[src/timer_defines.vh]
/*
 * Address map, control field positions, reset values and vector addresses for the
 * programmable timer with hardware interrupt vectoring.
 * Assumes an 8-bit internal register bus with register addresses in the low five bits.
 */
`ifndef TIMER_DEFINES_VH
`define TIMER_DEFINES_VH

`define ADDR_CTRL_STATUS   5'h08
`define ADDR_COUNT_HIGH    5'h09
`define ADDR_COUNT_LOW     5'h0A
`define ADDR_COMPARE_HIGH  5'h0B
`define ADDR_COMPARE_LOW   5'h0C
`define ADDR_CAPTURE_HIGH  5'h0D
`define ADDR_CAPTURE_LOW   5'h0E
`define ADDR_ALIAS_HIGH    5'h15
`define ADDR_ALIAS_LOW     5'h16

`define BIT_LEVEL          0
`define BIT_EDGE           1
`define BIT_OVF_EN         2
`define BIT_CMP_EN         3
`define BIT_CAP_EN         4
`define WRITABLE_BITS      5

`define COUNT_RESET        16'h0000
`define COUNT_PRESET       16'hFFF8
`define COUNT_ALL_ONES     16'hFFFF
`define COMPARE_RESET      16'hFFFF

`define VEC_CAPTURE        16'hFFF6
`define VEC_COMPARE        16'hFFF4
`define VEC_OVERFLOW       16'hFFF2
`define VEC_SERIAL         16'hFFF0
`define VEC_TEST_BASE_MASK 16'hBFFF
`define VEC_NONE           16'h0000
`define TEST_MODE_ZERO     3'h0

`endif

[src/timer_capture_compare_irq.v]
/*
 * Programmable timer: free-running counter, output compare, input capture,
 * control/status register and fixed-priority vector for the internal request line.
 * Assumes a one-cycle read/write strobe per CPU byte access, synchronous to clock_in,
 * and that clock_in is the E clock.
 */
// Functional notes
// - Each internal source gets its own vector; capture, compare, overflow, serial.
// - Test mode zero moves vector addresses into the BFF0 to BFFF range.
// - A pending external request outranks any timer or serial request.
// - Status register reads all eight bits; only bits 0 to 4 are writable.
// - A compare match copies the level bit to the pin when direction selects output.
// - Edge select zero captures falling edges, one captures rising; reset clears it.
// - Three enable bits gate overflow, compare and capture requests; reset clears them.
// - Overflow flag sets at all ones; clears by armed read of count high.
// - Compare flag sets on match; clears by armed write of either compare byte.
// - Capture flag sets on an edge; clears by armed read of capture high.
// - A 16-bit counter advances every cycle except on a count high write, which presets it to FFF8; it is zero during reset.
// - Alternate counter addresses read the count without touching the overflow flag.
// - The compare register is checked against the counter every cycle except the one after a counter high write.
// - Reset loads the compare register with FFFF.
// - Compare matches are suppressed one cycle after a counter high write.
// - Every edge outside a double read updates the capture register, regardless of the capture flag.
// - The edge detector watches the capture pin even when it is an output.
// - Capture transfers are blocked between the two bytes of a double read.
// - The counter drives the serial bit-rate clock; presets may disturb it.
`timescale 1ns/100ps
`default_nettype none
`include "timer_defines.vh"

module timer_capture_compare_irq #(
	parameter COUNT_WIDTH = 16
) (
	input  wire        clock_in,
	input  wire        rstn_in,
	input  wire [4:0]  addr_in,
	input  wire [7:0]  wdata_in,
	input  wire        read_in,
	input  wire        write_in,
	input  wire        capture_in_pin_in,
	input  wire        compare_dir_in,
	input  wire        serial_request_in,
	input  wire        external_maskable_request_in,
	input  wire [2:0]  mode_in,
	output reg  [7:0]  rdata_out,
	output reg         compare_out_pin_out,
	output reg         compare_out_pin_oe_out,
	output reg         internal_maskable_request_out,
	output reg  [15:0] vector_addr_out,
	output reg         count_tick_out
);

	////////////////////////////////////////////////////////////////////////////////
	// Control and state.

	reg  [COUNT_WIDTH-1:0] count;
	reg  [15:0]            compare_value;
	reg  [15:0]            capture_value;
	reg                    capture_flag;
	reg                    compare_flag;
	reg                    overflow_flag;
	reg                    capture_irq_enable;
	reg                    compare_irq_enable;
	reg                    overflow_irq_enable;
	reg                    edge_select;
	reg                    output_level_bit;
	reg                    output_level;
	reg                    arm_capture;
	reg                    arm_compare;
	reg                    arm_overflow;
	reg                    compare_hold;
	reg                    double_read;
	wire                   edge_seen;

	wire [7:0] status_byte = {capture_flag, compare_flag, overflow_flag, capture_irq_enable,
		compare_irq_enable, overflow_irq_enable, edge_select, output_level_bit};

	function is_access;
		input [4:0] addr;
		input [4:0] target;
		input       strobe;
		begin
			is_access = strobe & (addr == target);
		end
	endfunction

	wire rd_status    = is_access(addr_in, `ADDR_CTRL_STATUS, read_in);
	wire wr_status    = is_access(addr_in, `ADDR_CTRL_STATUS, write_in);
	wire rd_count_hi  = is_access(addr_in, `ADDR_COUNT_HIGH, read_in);
	wire wr_count_hi  = is_access(addr_in, `ADDR_COUNT_HIGH, write_in);
	wire wr_cmp_hi    = is_access(addr_in, `ADDR_COMPARE_HIGH, write_in);
	wire wr_cmp_lo    = is_access(addr_in, `ADDR_COMPARE_LOW, write_in);
	wire rd_cap_hi    = is_access(addr_in, `ADDR_CAPTURE_HIGH, read_in);
	wire rd_cap_lo    = is_access(addr_in, `ADDR_CAPTURE_LOW, read_in);
	wire rd_alias_hi  = is_access(addr_in, `ADDR_ALIAS_HIGH, read_in);
	wire any_high_rd  = rd_count_hi | rd_cap_hi | rd_alias_hi;
	wire [15:0] count16 = count[15:0];

	////////////////////////////////////////////////////////////////////////////////
	// Capture edge detector.

	capture_edge_detect u_edge (
		.clock_in (clock_in),
		.rstn_in  (rstn_in),
		.pin_in   (capture_in_pin_in),
		.rising_in(edge_select),
		.edge_out (edge_seen)
	);

	////////////////////////////////////////////////////////////////////////////////
	// Counter, compare and capture.

	wire compare_match = (compare_value == count16) & ~compare_hold;
	wire capture_take  = edge_seen & ~double_read;

	always @(posedge clock_in or negedge rstn_in) begin
		if (!rstn_in) begin
			count          <= `COUNT_RESET;
			compare_hold   <= 1'b0;
			double_read    <= 1'b0;
			compare_value  <= `COMPARE_RESET;
			capture_value  <= `COUNT_RESET;
			output_level   <= 1'b0;
			count_tick_out <= 1'b0;
		end else begin
			if (wr_count_hi) begin
				count <= `COUNT_PRESET;
			end else begin
				count <= count + 1'b1;
			end
			compare_hold <= wr_count_hi;
			if (any_high_rd) begin
				double_read <= 1'b1;
			end else if (read_in) begin
				double_read <= 1'b0;
			end
			if (wr_cmp_hi) begin
				compare_value[15:8] <= wdata_in;
			end
			if (wr_cmp_lo) begin
				compare_value[7:0] <= wdata_in;
			end
			if (capture_take) begin
				capture_value <= count16;
			end
			if (compare_match) begin
				output_level <= output_level_bit;
			end
			count_tick_out <= count[0];
		end
	end

	////////////////////////////////////////////////////////////////////////////////
	// Control bits and flags.

	always @(posedge clock_in or negedge rstn_in) begin
		if (!rstn_in) begin
			output_level_bit    <= 1'b0;
			edge_select         <= 1'b0;
			overflow_irq_enable <= 1'b0;
			compare_irq_enable  <= 1'b0;
			capture_irq_enable  <= 1'b0;
			overflow_flag       <= 1'b0;
			compare_flag        <= 1'b0;
			capture_flag        <= 1'b0;
			arm_overflow        <= 1'b0;
			arm_compare         <= 1'b0;
			arm_capture         <= 1'b0;
		end else begin
			if (wr_status) begin
				output_level_bit    <= wdata_in[`BIT_LEVEL];
				edge_select         <= wdata_in[`BIT_EDGE];
				overflow_irq_enable <= wdata_in[`BIT_OVF_EN];
				compare_irq_enable  <= wdata_in[`BIT_CMP_EN];
				capture_irq_enable  <= wdata_in[`BIT_CAP_EN];
			end
			if (rd_status) begin
				arm_overflow <= overflow_flag;
				arm_compare  <= compare_flag;
				arm_capture  <= capture_flag;
			end
			if (count16 == `COUNT_ALL_ONES) begin
				overflow_flag <= 1'b1;
			end else if (arm_overflow & rd_count_hi) begin
				overflow_flag <= 1'b0;
				arm_overflow  <= 1'b0;
			end
			if (compare_match) begin
				compare_flag <= 1'b1;
			end else if (arm_compare & (wr_cmp_hi | wr_cmp_lo)) begin
				compare_flag <= 1'b0;
				arm_compare  <= 1'b0;
			end
			if (edge_seen) begin
				capture_flag <= 1'b1;
			end else if (arm_capture & rd_cap_hi) begin
				capture_flag <= 1'b0;
				arm_capture  <= 1'b0;
			end
		end
	end

	////////////////////////////////////////////////////////////////////////////////
	// Read data, pin and request outputs.

	reg [7:0]  next_rdata;
	reg [15:0] next_vector;
	wire ovf_req = overflow_flag & overflow_irq_enable;
	wire cmp_req = compare_flag & compare_irq_enable;
	wire cap_req = capture_flag & capture_irq_enable;

	always @* begin
		case (addr_in)
			`ADDR_CTRL_STATUS:  next_rdata = status_byte;
			`ADDR_COUNT_HIGH:   next_rdata = count16[15:8];
			`ADDR_COUNT_LOW:    next_rdata = count16[7:0];
			`ADDR_ALIAS_HIGH:   next_rdata = count16[15:8];
			`ADDR_ALIAS_LOW:    next_rdata = count16[7:0];
			`ADDR_COMPARE_HIGH: next_rdata = compare_value[15:8];
			`ADDR_COMPARE_LOW:  next_rdata = compare_value[7:0];
			`ADDR_CAPTURE_HIGH: next_rdata = capture_value[15:8];
			`ADDR_CAPTURE_LOW:  next_rdata = capture_value[7:0];
			default:            next_rdata = 8'h00;
		endcase
		if (external_maskable_request_in) begin
			next_vector = `VEC_NONE;
		end else if (cap_req) begin
			next_vector = `VEC_CAPTURE;
		end else if (cmp_req) begin
			next_vector = `VEC_COMPARE;
		end else if (ovf_req) begin
			next_vector = `VEC_OVERFLOW;
		end else if (serial_request_in) begin
			next_vector = `VEC_SERIAL;
		end else begin
			next_vector = `VEC_NONE;
		end
		if (mode_in == `TEST_MODE_ZERO) begin
			next_vector = next_vector & `VEC_TEST_BASE_MASK;
		end
	end

	always @(posedge clock_in or negedge rstn_in) begin
		if (!rstn_in) begin
			rdata_out                     <= 8'h00;
			compare_out_pin_out           <= 1'b0;
			compare_out_pin_oe_out        <= 1'b0;
			internal_maskable_request_out <= 1'b0;
			vector_addr_out               <= `VEC_NONE;
		end else begin
			rdata_out              <= next_rdata;
			compare_out_pin_out    <= output_level;
			compare_out_pin_oe_out <= compare_dir_in;
			internal_maskable_request_out <= ovf_req | cmp_req | cap_req | serial_request_in;
			vector_addr_out               <= next_vector;
		end
	end

endmodule // timer_capture_compare_irq

`default_nettype wire

[src/capture_edge_detect.v]
/*
 * Edge detector for the capture input.
 * Assumes the pin is synchronous to clock_in and held at least two cycles.
 */
`timescale 1ns/100ps
`default_nettype none

module capture_edge_detect (
	input  wire clock_in,
	input  wire rstn_in,
	input  wire pin_in,
	input  wire rising_in,
	output reg  edge_out
);

	reg prev;

	always @(posedge clock_in or negedge rstn_in) begin
		if (!rstn_in) begin
			prev     <= 1'b0;
			edge_out <= 1'b0;
		end else begin
			prev     <= pin_in;
			edge_out <= rising_in ? (pin_in & ~prev) : (~pin_in & prev);
		end
	end

endmodule // capture_edge_detect

`default_nettype wire

[config.mk]
export PLATFORM = sky130hd
export DESIGN_NAME = timer_capture_compare_irq
export DESIGN_NICKNAME = d
export VERILOG_FILES = /design/src/timer_capture_compare_irq.v /design/src/capture_edge_detect.v
export VERILOG_INCLUDE_DIRS = /design/src
export SDC_FILE = /design/constraint.sdc
export NUM_CORES = 1
export LEC_CHECK = 0
export BUFFER_PORTS_ARGS = -buffer_cell sky130_fd_sc_hd__buf_4
export CORE_UTILIZATION = 30
export DETAILED_ROUTE_END_ITERATION = 12
export GPL_TIMING_DRIVEN = 0
export PLACE_DENSITY_LB_ADDON = 0.08
export SKIP_CTS_REPAIR_TIMING = 1
export SYNTH_ARGS = -nofsm -noshare
export SYNTH_HDL_FRONTEND = slang
export SYNTH_SLANG_ARGS = --single-unit
[constraint.sdc]
create_clock -name clock_in -period 2 [get_ports clock_in]
set_input_delay 0.4 -clock clock_in [delete_from_list [all_inputs] [get_ports clock_in]]
set_output_delay 0.4 -clock clock_in [all_outputs]
set_load 0.1 [all_outputs]
## After elaboration in Yosys (flattened, before gate mapping)

Index checks and enable logic that the tools add are counted.

- $add $sub $neg: 1
- Eq/ne operators: 11
- Muxes and demuxes: 26
- Bitwise operators: 28
- Reductions and logical operators: 7

Operator list:

| operator | count |
|---|---|
| $mux 16 | 6 |
| $pmux 8 s7 | 1 |
| $eq 5x4->1 const B | 7 |
| $and 1x1->1 | 18 |
| $mux 1 | 18 |
| $add 16x1->16 const B | 1 |
| $eq 16x16->1 | 1 |
| $eq 16x16->1 const B | 1 |
| $mux 15 | 1 |
| $eq 5x5->1 const B | 2 |
| $reduce_bool 2->1 | 4 |
| $or 1x1->1 | 6 |
| $not 1->1 | 4 |
| $reduce_or 2->1 | 2 |
| $logic_not 3->1 | 1 |

- Register bits: 92
- Input bits: 24
- Output and inout bits: 28
- Word-level logic and storage cells: 99

## Depth between registers and ports, before layout

Gate-level depths: netlist (run 1).

- Depth in word-level cells: 6
- Gate-level depth with buffers: 6
- Depth with buffers taken out: 6

## Cells and area by module

From an unflattened synthesis (run 1), not the netlist that was laid out.

- Cell total of the unflattened synthesis: 307
- Area, all modules: 3694.8 sq um

By module, submodules not included:

| module | instances | cells each | area each (sq um) | sequential area each (sq um) |
|---|---|---|---|---|
| timer_capture_compare_irq | 1 | 302 | 3622.2 | 1971.9 |
| capture_edge_detect | 1 | 5 | 72.6 | 50.0 |

## Worst setup path before layout (run 1)

Ideal clock, no wire load.

- Path type: register -> output
- Start point: register vector_addr_out[13] (netlist name)
- End point: output vector_addr_out[10]
- Arrival: 1.473 ns
- Required time: 1.600 ns
- Setup slack: 0.127 ns
- Stages on the path, launching flop included: 2
- Buffers on the path: 1
- Path through: dfrtp_1 buf_4

RTL lines:

| element | RTL line | text |
|---|---|---|
| end, declared | timer_capture_compare_irq.v:49 | `output reg [15:0] vector_addr_out,` |

## Final worst setup path (run 1)

- Start point: register count[0]
- End point: register output_level

- Cells in the longest elaborated chain, start to end: 2

Ends and longest elaborated chain:

| element | RTL line | text |
|---|---|---|
| start, declared | timer_capture_compare_irq.v:56 | `reg [COUNT_WIDTH-1:0] count;` |
| start signal, assigned | timer_capture_compare_irq.v:118 | `` count <= `COUNT_RESET; `` |
| start signal, assigned | timer_capture_compare_irq.v:127 | `` count <= `COUNT_PRESET; `` |
| start signal, assigned | timer_capture_compare_irq.v:129 | `count <= count + 1'b1;` |
| $eq 16x16->1 | timer_capture_compare_irq.v:113 | `wire compare_match = (compare_value == count16) & ~compare_hold;` |
| $and 1x1->1 | timer_capture_compare_irq.v:113 |  |
| end signal, assigned | timer_capture_compare_irq.v:147 | `output_level <= output_level_bit;` |
| end, declared | timer_capture_compare_irq.v:67 | `reg output_level;` |

Every way passes these cells.
A chain may end at the register's enable or synchronous reset.

==> impl_metrics.tcl, run 1 <==
set metrics [dict create \
    status "finished clean" \
    fp-row-count 40 \
    slew_headroom_pct 30.9 \
    final_area_um2 4580 \
    finalHoldViolCount 0 \
    rrSetupSlack_ns 0.07 \
    final_cell_mix "64 x dfrtp_1, 59 x buf_4, 30 x nand2_1" \
    fin_crit_ns 1.93 \
    power.internal_mw 3.96 \
    synthesis.area_um2 3690 \
    layout_commonest_cell "dfrtp_1" \
    clockPowerShare_pct 29.0 \
    drv_cap 0 \
    grt.overflow.total 0 \
    combPwrFrac_pct 30.0 \
    synth_edf_count 0 \
    ys_warn_count 0 \
    setup_tns_ns 0 \
    rsz0062_at_grt "true" \
    dieArea_um2 12800 \
    clock_sinks 80 \
    tightest_slew_ns 1.04 \
    cts_inserted_buffers 9 \
    routed_wirelength_um 9700 \
    critical_path.cell_chain "xor2_1 > nor3_1 > nand3_1 > or4_4 > mux2_4" \
    crit_start "count[0]" \
    grt_pass1_wl_um 15400 \
    fin_crit_sh_pct 96.6 \
    clockBufferDepth 2 \
    p_leak_nw 2.00 \
    startpoint_type "flop" \
    area_growth_syn_to_layout_pct 24.1 \
    first_iter_violations 141 \
    clk_latency_ns 0.35 \
    drt-vias-per-instance 5.08 \
    die_y_um 113 \
    antenna_found_initial 0 \
    ir_drop_v 0.000730 \
    reg2reg_from "count[0]" \
    critPathArrivalTime_ns 2.16 \
    drc 0 \
    setup_viol 0 \
    wire_per_inst_um 18.7 \
    place.gp.congestion 0.730 \
    ant_nets 0 \
    critPathSlowestCell "dfrtp_1" \
    worstPathRequired_ns 2.23 \
    min_from "compare_dir_in" \
    switchingPower_mw 2.22 \
    core_area_um2 12000 \
    p_total_mw 6.18 \
    start_util_pct 30.7 \
    grt_max_degree 81 \
    seqPwrFrac_pct 41.0 \
    syn_area_per_cell_um2 12.0 \
    maxSlewViolCount 0 \
    cp_top_family "simple AND/OR/NAND/NOR gates" \
    critical_path_class "flop to flop" \
    cp_num_buf_inv 0 \
    fp.dieW_um 113 \
    dp_hpwl_um 6550 \
    grt_usage_pct 16.7 \
    first_pass_iters 6 \
    layout-drive-gt1-share_pct 36.9 \
    netlist_instances 307 \
    diodes 0 \
    yosysUniqueCellTypes 51 \
    io_buffers 45 \
    slowest_delay_ns 0.48 \
    fin_util_pct 38.1 \
    placed_area_um2 4220 \
    clock_skew_ns 0.00588 \
    ys.flop_type "dfrtp_1" \
    power_density_nw_per_um2 1350 \
    worstPathMaxFanout 8 \
    num_vias 2634 \
    grt_pass1_vias 2589 \
    cp-end-kind "flop" \
    ys_seq_area_share_pct 54.8 \
    clkTransAtPathRegs_ns 0.06 \
    nNetsFinal 391 \
    synthArstFlopShare_pct 100 \
    swShare_pct 35.9 \
    tritoncts "yes" \
    hold_ws_ns 0.161 \
    hold_class "input port to flop" \
    h-tree-depth 3 \
    root_buffer "clkbuf_16" \
    fmax_mhz 517 \
    yosys_register_bits 80 \
    io_pins 52 \
]
==> Yosys cell counts (2+ instances only) <==
library cell  number  area, um2
and3_1             5       31.3
dfrtp_1           64       1600
nand4_1            3       18.8
a41oi_1            2       17.5
nor3b_2            2       25.0
o21ai_1            4       20.0
nand3b_1           3       22.5
buf_2              3       15.0
nor4_2             2       25.0
nor3_1             3       15.0
xnor2_1            7       61.3
buf_4             12       90.1
mux2i_1            2       20.0
mux2_2            28        315
inv_1              2       7.51
nand2_1           31        116
clkbuf_1           9       33.8
buf_6              2       22.5
nor4_1             2       12.5
a21oi_1            8       40.0
a222oi_1          16        160
nand2b_1           2       12.5
nor4b_1            2       17.5
dfstp_2           16        420
o21ai_0            2       10.0
nor2_1            10       37.5
xor2_1            17        149
nand3_1           17       85.1
mux2_1             9        101
==> area by class of cell <==
class,instances,area (um2)
timing repair buffer,47,353
multi-input combinational,198,1520
buffer,27,169
inverter,3,11.3
sequential,80,2020
clock buffer,12,246
tap,147,184
clock inverter,4,77.6
fill,1196,7430
==> flip-flops by register name, indices dropped and copies added (netlist names), 4 cells and up <==
register / cells
rdata_out: 8
capture_value: 16
vector_addr_out: 4
compare_value: 16
count: 16
==> metrics by stage <==
stage | cells | setup WS, ns
detailed placement | 500 | -0.389
CTS | 516 | -0.0644
floorplan | 308 | 0.127
finish | 518 | 0.0672
global route | 518 | -0.0300
global placement | 500 | -0.366
==> per-layer routing <==
layer,vias up,share of wire (%),global-route usage (%)
met5,-,0,0
met4,0,1.2,5.53
met3,9,4.8,5.20
met2,74,45,24.7
met1,1329,49,23.1
li1,1222,-,-
==> cell families (layout without fill, tap and decap cells) <==
group	after synthesis	after routing	synth area share [%]
fa+ha+maj	1	1	0.339
simple gates	90	90	13.6
buf+inv	30	93	4.78
xor+xnor	24	24	5.69
compound gates	41	41	8.54
other cells	1	2	0.102
mux	40	40	12.2
flops	80	80	54.8
==> power groups by stage <==
stage	clock (mW)	combinational, mW	sequential [mW]
2_1_floorplan	0	1.15	2.74
3_3_place_gp	0	1.84	2.55
3_5_place_dp	0	1.86	2.56
4_1_cts	1.84	1.86	2.54
5_1_grt	1.91	2.01	2.61
6_report	1.79	1.85	2.53
==> final timing paths <==
kind | end | depth (start not counted)
max in group asynchronous | compare_out_pin_oe_out | 1
min in group asynchronous | count[15] | 1
hold / removal | compare_out_pin_oe_out | 1
hold reg to reg | compare_out_pin_out | 0
setup reg to reg | output_level | 5
setup / recovery | output_level | 5
Power figures use the tool's default switching activity.
==> inputs of run 2 (changes only) <==
--- a/config.mk
+++ b/config.mk
@@ -8,6 +8,7 @@
 export LEC_CHECK = 0
 export BUFFER_PORTS_ARGS = -buffer_cell sky130_fd_sc_hd__buf_4
 export CORE_UTILIZATION = 30
+export CTS_BUF_LIST = sky130_fd_sc_hd__clkbuf_4 sky130_fd_sc_hd__clkbuf_8 sky130_fd_sc_hd__clkbuf_16
 export DETAILED_ROUTE_END_ITERATION = 12
 export GPL_TIMING_DRIVEN = 0
 export PLACE_DENSITY_LB_ADDON = 0.08
==> run 2 against run 1 <==
Cell count is the same. Non-clock buffer count did not move. Sequential share of layout area down 0.072 points. Final area is 0.16% higher. Die area unchanged. Combinational power hardly changed. Clock skew hardly changed. Power rose by 0.47%. Hold slack worse by 0.0012 ns.
==> impl_metrics.tcl, run 2 (synthesis gave the netlist of run 1 again) <==
set metrics [dict create \
    nNetsFinal 391 \
    grt.overflow.total 0 \
    drv_cap 0 \
    power_density_nw_per_um2 1350 \
    grt_max_degree 81 \
    largestRegisters "capture_value: 16 flops, compare_value: 16 flops, count: 16 flops" \
    critical_path_class "flop to flop" \
    first_pass_iters 5 \
    clockBufferDepth 2 \
    finalHoldViolCount 0 \
    dieArea_um2 12800 \
    io_pins 52 \
    grt_pass1_vias 2589 \
    fin_cells 518 \
    core_area_um2 12000 \
    hold_end "compare_out_pin_oe_out" \
    start_util_pct 30.7 \
    layout_commonest_cell "dfrtp_1" \
    die_y_um 113 \
    dp.cells 500 \
    setup_tns_ns 0 \
    min_from "compare_dir_in" \
    clk_latency_ns 0.35 \
    maxSlewViolCount 0 \
    routed_wirelength_um 9690 \
    reg2reg_from "count[0]" \
    pre_cts_ws_ns -0.389 \
    fin_crit_sh_pct 97.1 \
    first_iter_violations 142 \
    layout-drive-gt1-share_pct 37.5 \
    tritoncts "yes" \
    startpoint_type "flop" \
    drc 0 \
    fin_crit_ns 1.94 \
    cp-end-kind "flop" \
    clock_sinks 80 \
    rrSetupSlack_ns 0.06 \
    place.gp.congestion 0.730 \
    final_cell_mix "64 x dfrtp_1, 59 x buf_4, 30 x nand2_1" \
    min_path_cells 1 \
    clkTransAtPathRegs_ns 0.06 \
    grt_pass1_wl_um 15400 \
    fin_util_pct 38.2 \
    antenna_found_initial 0 \
    status "finished clean" \
    rsz0062_at_grt "true" \
    setup_ws_ns 0.0583 \
    grt_usage_pct 16.7 \
    slew_headroom_pct 30.9 \
    worstPathRequired_ns 2.23 \
    wire_per_inst_um 18.7 \
    io_buffers 45 \
    worstPathMaxFanout 8 \
    clock_skew_ns 0.00628 \
    tightest_slew_ns 1.04 \
    critPathArrivalTime_ns 2.17 \
    reg2reg_to "output_level" \
    worstRegToRegCells 5 \
    num_vias 2623 \
    hold_class "input port to flop" \
    p_leak_nw 2.00 \
    ir_drop_v 0.000730 \
    drt-vias-per-instance 5.06 \
    fmax_mhz 515 \
    root_buffer "clkbuf_16" \
    area_growth_syn_to_layout_pct 24.3 \
    critPathSlowestCell "dfrtp_1" \
    diodes 0 \
    setup_viol 0 \
    critical_path.cell_chain "xor2_1 > nor3_1 > nand3_1 > or4_4 > mux2_4" \
    h-tree-depth 3 \
    ant_nets 0 \
    cts_inserted_buffers 9 \
    fp.dieW_um 113 \
    fp-row-count 40 \
    slowest_delay_ns 0.48 \
    dp_hpwl_um 6550 \
]
[run 2: cell counts in the layout (fill, tap and decap cells not counted)]
No cell type changed its count.
[run 2: critical path: cells and delay by family, from the launching register on]
kind                      cells  cell delay, ns
muxes                         1            0.31
and+or+nand+nor               3            0.83
DFF                           1            0.48
xor gates and xnor gates      1            0.20
[run 2: per-stage QoR]
step | hold WS, ns | power (mW) | instance area [um2]
floorplan | 0.104 | 3.89 | 3700
global placement | 0.371 | 4.39 | 4220
detailed placement | 0.372 | 4.42 | 4220
CTS | 0.148 | 6.26 | 4550
global route | 0.147 | 6.55 | 4590
finish | 0.160 | 6.21 | 4590
[run 2: area by class of cell]
cell class	instances	area, um2
buffer	27	169
clock buffer	12	254
clock inverter	4	77.6
fill	1195	7420
inverter	3	11.3
multi-input combinational	198	1520
sequential	80	2020
tap	147	184
timing repair buffer	47	353
[run 2: routing by layer]
layer | share of wire, % | up-vias | track usage, % | routed length [um]
met3 | 4.5 | 9 | 5.20 | 438
met4 | 1.2 | 0 | 5.53 | 114
met1 | 49 | 1328 | 23.1 | 4730
li1 | - | 1222 | - | -
met5 | 0 | - | 0 | 0
met2 | 46 | 64 | 24.7 | 4410
[run 2: how the worst max path moves through the flow]
stage | from | endpoint | slack, ns | depth (start not counted)
6_report | count[0] | output_level | 0.06 | 5
5_1_grt | count[6] | output_level | -0.03 | 6
4_1_cts | u_edge.edge_out | capture_value[12] | -0.06 | 4
3_5_place_dp | addr_in[0] | compare_value[10] | -0.39 | 5
3_3_place_gp | addr_in[0] | compare_value[9] | -0.37 | 5
2_1_floorplan | vector_addr_out[13] | vector_addr_out[10] | 0.13 | 1
[run 2: report_power, final]
group,internal [mW],switching (mW)
Combinational,0.695,1.16
Clock,1.16,0.659
Sequential,2.13,0.405
Total,3.98,2.22
==> inputs of run 3 (changes only) <==
--- a/config.mk
+++ b/config.mk
@@ -7,8 +7,8 @@
 export NUM_CORES = 1
 export LEC_CHECK = 0
 export BUFFER_PORTS_ARGS = -buffer_cell sky130_fd_sc_hd__buf_4
+export CORE_ASPECT_RATIO = 1.1
 export CORE_UTILIZATION = 30
-export CTS_BUF_LIST = sky130_fd_sc_hd__clkbuf_4 sky130_fd_sc_hd__clkbuf_8 sky130_fd_sc_hd__clkbuf_16
 export DETAILED_ROUTE_END_ITERATION = 12
 export GPL_TIMING_DRIVEN = 0
 export PLACE_DENSITY_LB_ADDON = 0.08
==> constraint.sdc (replaced) <==
create_clock -name clock_in -period 2.25 [get_ports clock_in]
set_input_delay 0.45 -clock clock_in [delete_from_list [all_inputs] [get_ports clock_in]]
set_output_delay 0.45 -clock clock_in [all_outputs]
set_load 0.1 [all_outputs]
==> run 3 against run 2 <==
Non-clock buffer count is 2 lower. Highest routed layer unchanged. Die area hardly changed. Power is 12% lower. Cell count is 0.97% higher. Largest power group unchanged. Clock power is 13% lower. Largest cell class unchanged.
==> impl_metrics.tcl, run 3 (synthesis gave the netlist of run 1 again) <==
set metrics [dict create \
    status "finished clean" \
    fillers 1201 \
    core_area_um2 12000 \
    fmax_mhz 480 \
    fp.dieW_um 108 \
    rrSetupSlack_ns 0.17 \
    setup_ws_ns 0.168 \
    layout_commonest_cell "dfrtp_1" \
    min_from "compare_dir_in" \
    finalHoldViolCount 0 \
    grt_pass1_vias 2613 \
    diodes 0 \
    swShare_pct 35.8 \
    ir_drop_v 0.000429 \
    reg2reg_from "count[0]" \
    first_iter_violations 157 \
    power.internal_mw 3.51 \
    h-tree-depth 3 \
    drv_cap 0 \
    critPathArrivalTime_ns 2.33 \
    io_buffers 45 \
    final_cell_mix "64 x dfrtp_1, 57 x buf_4, 31 x nand2_1" \
    fin_cells 523 \
    hold_end "compare_out_pin_oe_out" \
    final_area_um2 4540 \
    fp-row-count 42 \
    min_path_cells 1 \
    seq_area_um2 2020 \
    worstPathMaxFanout 8 \
    drt-vias-per-instance 4.92 \
    nNetsFinal 389 \
    pre_cts_ws_ns -0.139 \
    dp_hpwl_um 6610 \
    grt.overflow.total 0 \
    cp-end-kind "flop" \
    maxSlewViolCount 0 \
    p_leak_nw 1.97 \
    grt_max_degree 81 \
    tritoncts "yes" \
    slew_headroom_pct 24.3 \
    io_pins 52 \
    place.gp.congestion 0.738 \
    drc 0 \
    worstRegToRegCells 5 \
    antenna_found_initial 0 \
    setup_tns_ns 0 \
    layout-drive-gt1-share_pct 35.2 \
    clkTransAtPathRegs_ns 0.06 \
    tightest_slew_ns 1.13 \
    dp.cells 507 \
    fin_crit_ns 2.08 \
    cts_inserted_buffers 9 \
    first_pass_iters 6 \
    die_y_um 118 \
    clock_sinks 80 \
    fin_crit_sh_pct 92.6 \
    routed_wirelength_um 9600 \
    rsz0062_at_grt "false" \
    clockPowerShare_pct 28.9 \
    clk_latency_ns 0.34 \
    multiInputGateArea_um2 1500 \
    combPwrFrac_pct 29.7 \
    reg2reg_to "arm_overflow" \
    largestRegisters "capture_value: 16 flops, compare_value: 16 flops, count: 16 flops" \
    wire_per_inst_um 18.4 \
    clockBufferDepth 2 \
    num_vias 2571 \
    area_growth_syn_to_layout_pct 23.1 \
    hold_class "input port to flop" \
    power_density_nw_per_um2 1200 \
    clock_skew_ns 0.00992 \
    startpoint_type "flop" \
    p_total_mw 5.46 \
    switchingPower_mw 1.95 \
    grt_usage_pct 16.6 \
    ant_nets 0 \
    critical_path_class "flop to flop" \
    root_buffer "clkbuf_16" \
    seqPwrFrac_pct 41.4 \
    dieArea_um2 12800 \
    grt_pass1_wl_um 15300 \
    setup_viol 0 \
    start_util_pct 30.7 \
    worstPathRequired_ns 2.50 \
    placed_area_um2 4230 \
]
[run 3: cell types whose count changed in the layout (fill, tap and decap cells not counted), moves of 2 or more]
cell	delta
clkinv_4	-2
buf_4	-2
clkbuf_1	+3
nor3_2	-2
clkbuf_4	-3
nor3_1	+2
[run 3: per-layer routing]
metal	GRT usage [%]	share of wire (%)	up-vias
met5	0	0	-
met3	3.70	5.1	18
met1	22.6	47	1265
met4	7.71	2.1	0
li1	-	-	1211
met2	25.0	46	77
[run 3: worst max path at each step]
stage	from	endpoint	depth (start not counted)
6_report	count[0]	arm_overflow	5
5_1_grt	count[0]	count[14]	6
4_1_cts	count[0]	arm_overflow	5
3_5_place_dp	addr_in[0]	compare_value[14]	5
3_3_place_gp	addr_in[0]	compare_value[14]	5
2_1_floorplan	vector_addr_out[13]	vector_addr_out[10]	1
[run 3: critical path, stage by stage, from the launching register on]
cell	delay (ns)
dfrtp_1	0.52
ha_1	0.27
inv_1	0.10
nor3_1	0.60
nand3_1	0.23
a41oi_1	0.26
[run 3: layout make-up]
type                    count  area share [%]
repair buffers             45            7.43
inverters                   3           0.248
flip-flops and latches     80            44.5
multi-input cells         198            33.0
clock inverters             3            1.49
plain buffers              27            3.63
well taps                 154            4.24
clock buffers              13            5.51
[run 3: metrics by stage]
step	utilization [%]	hold slack [ns]
2_1_floorplan	-	0.154
3_3_place_gp	35.1	0.373
3_5_place_dp	35.1	0.377
4_1_cts	37.8	0.200
5_1_grt	37.8	0.202
6_report	37.8	0.217
[run 3: power by group through the flow]
stage | combinational [mW] | clock, mW | sequential, mW
after global placement | 1.63 | 0 | 2.28
after floorplan | 1.02 | 0 | 2.43
after CTS | 1.64 | 1.62 | 2.26
after detailed placement | 1.63 | 0 | 2.28
after global routing | 1.75 | 1.68 | 2.32
final | 1.62 | 1.58 | 2.26
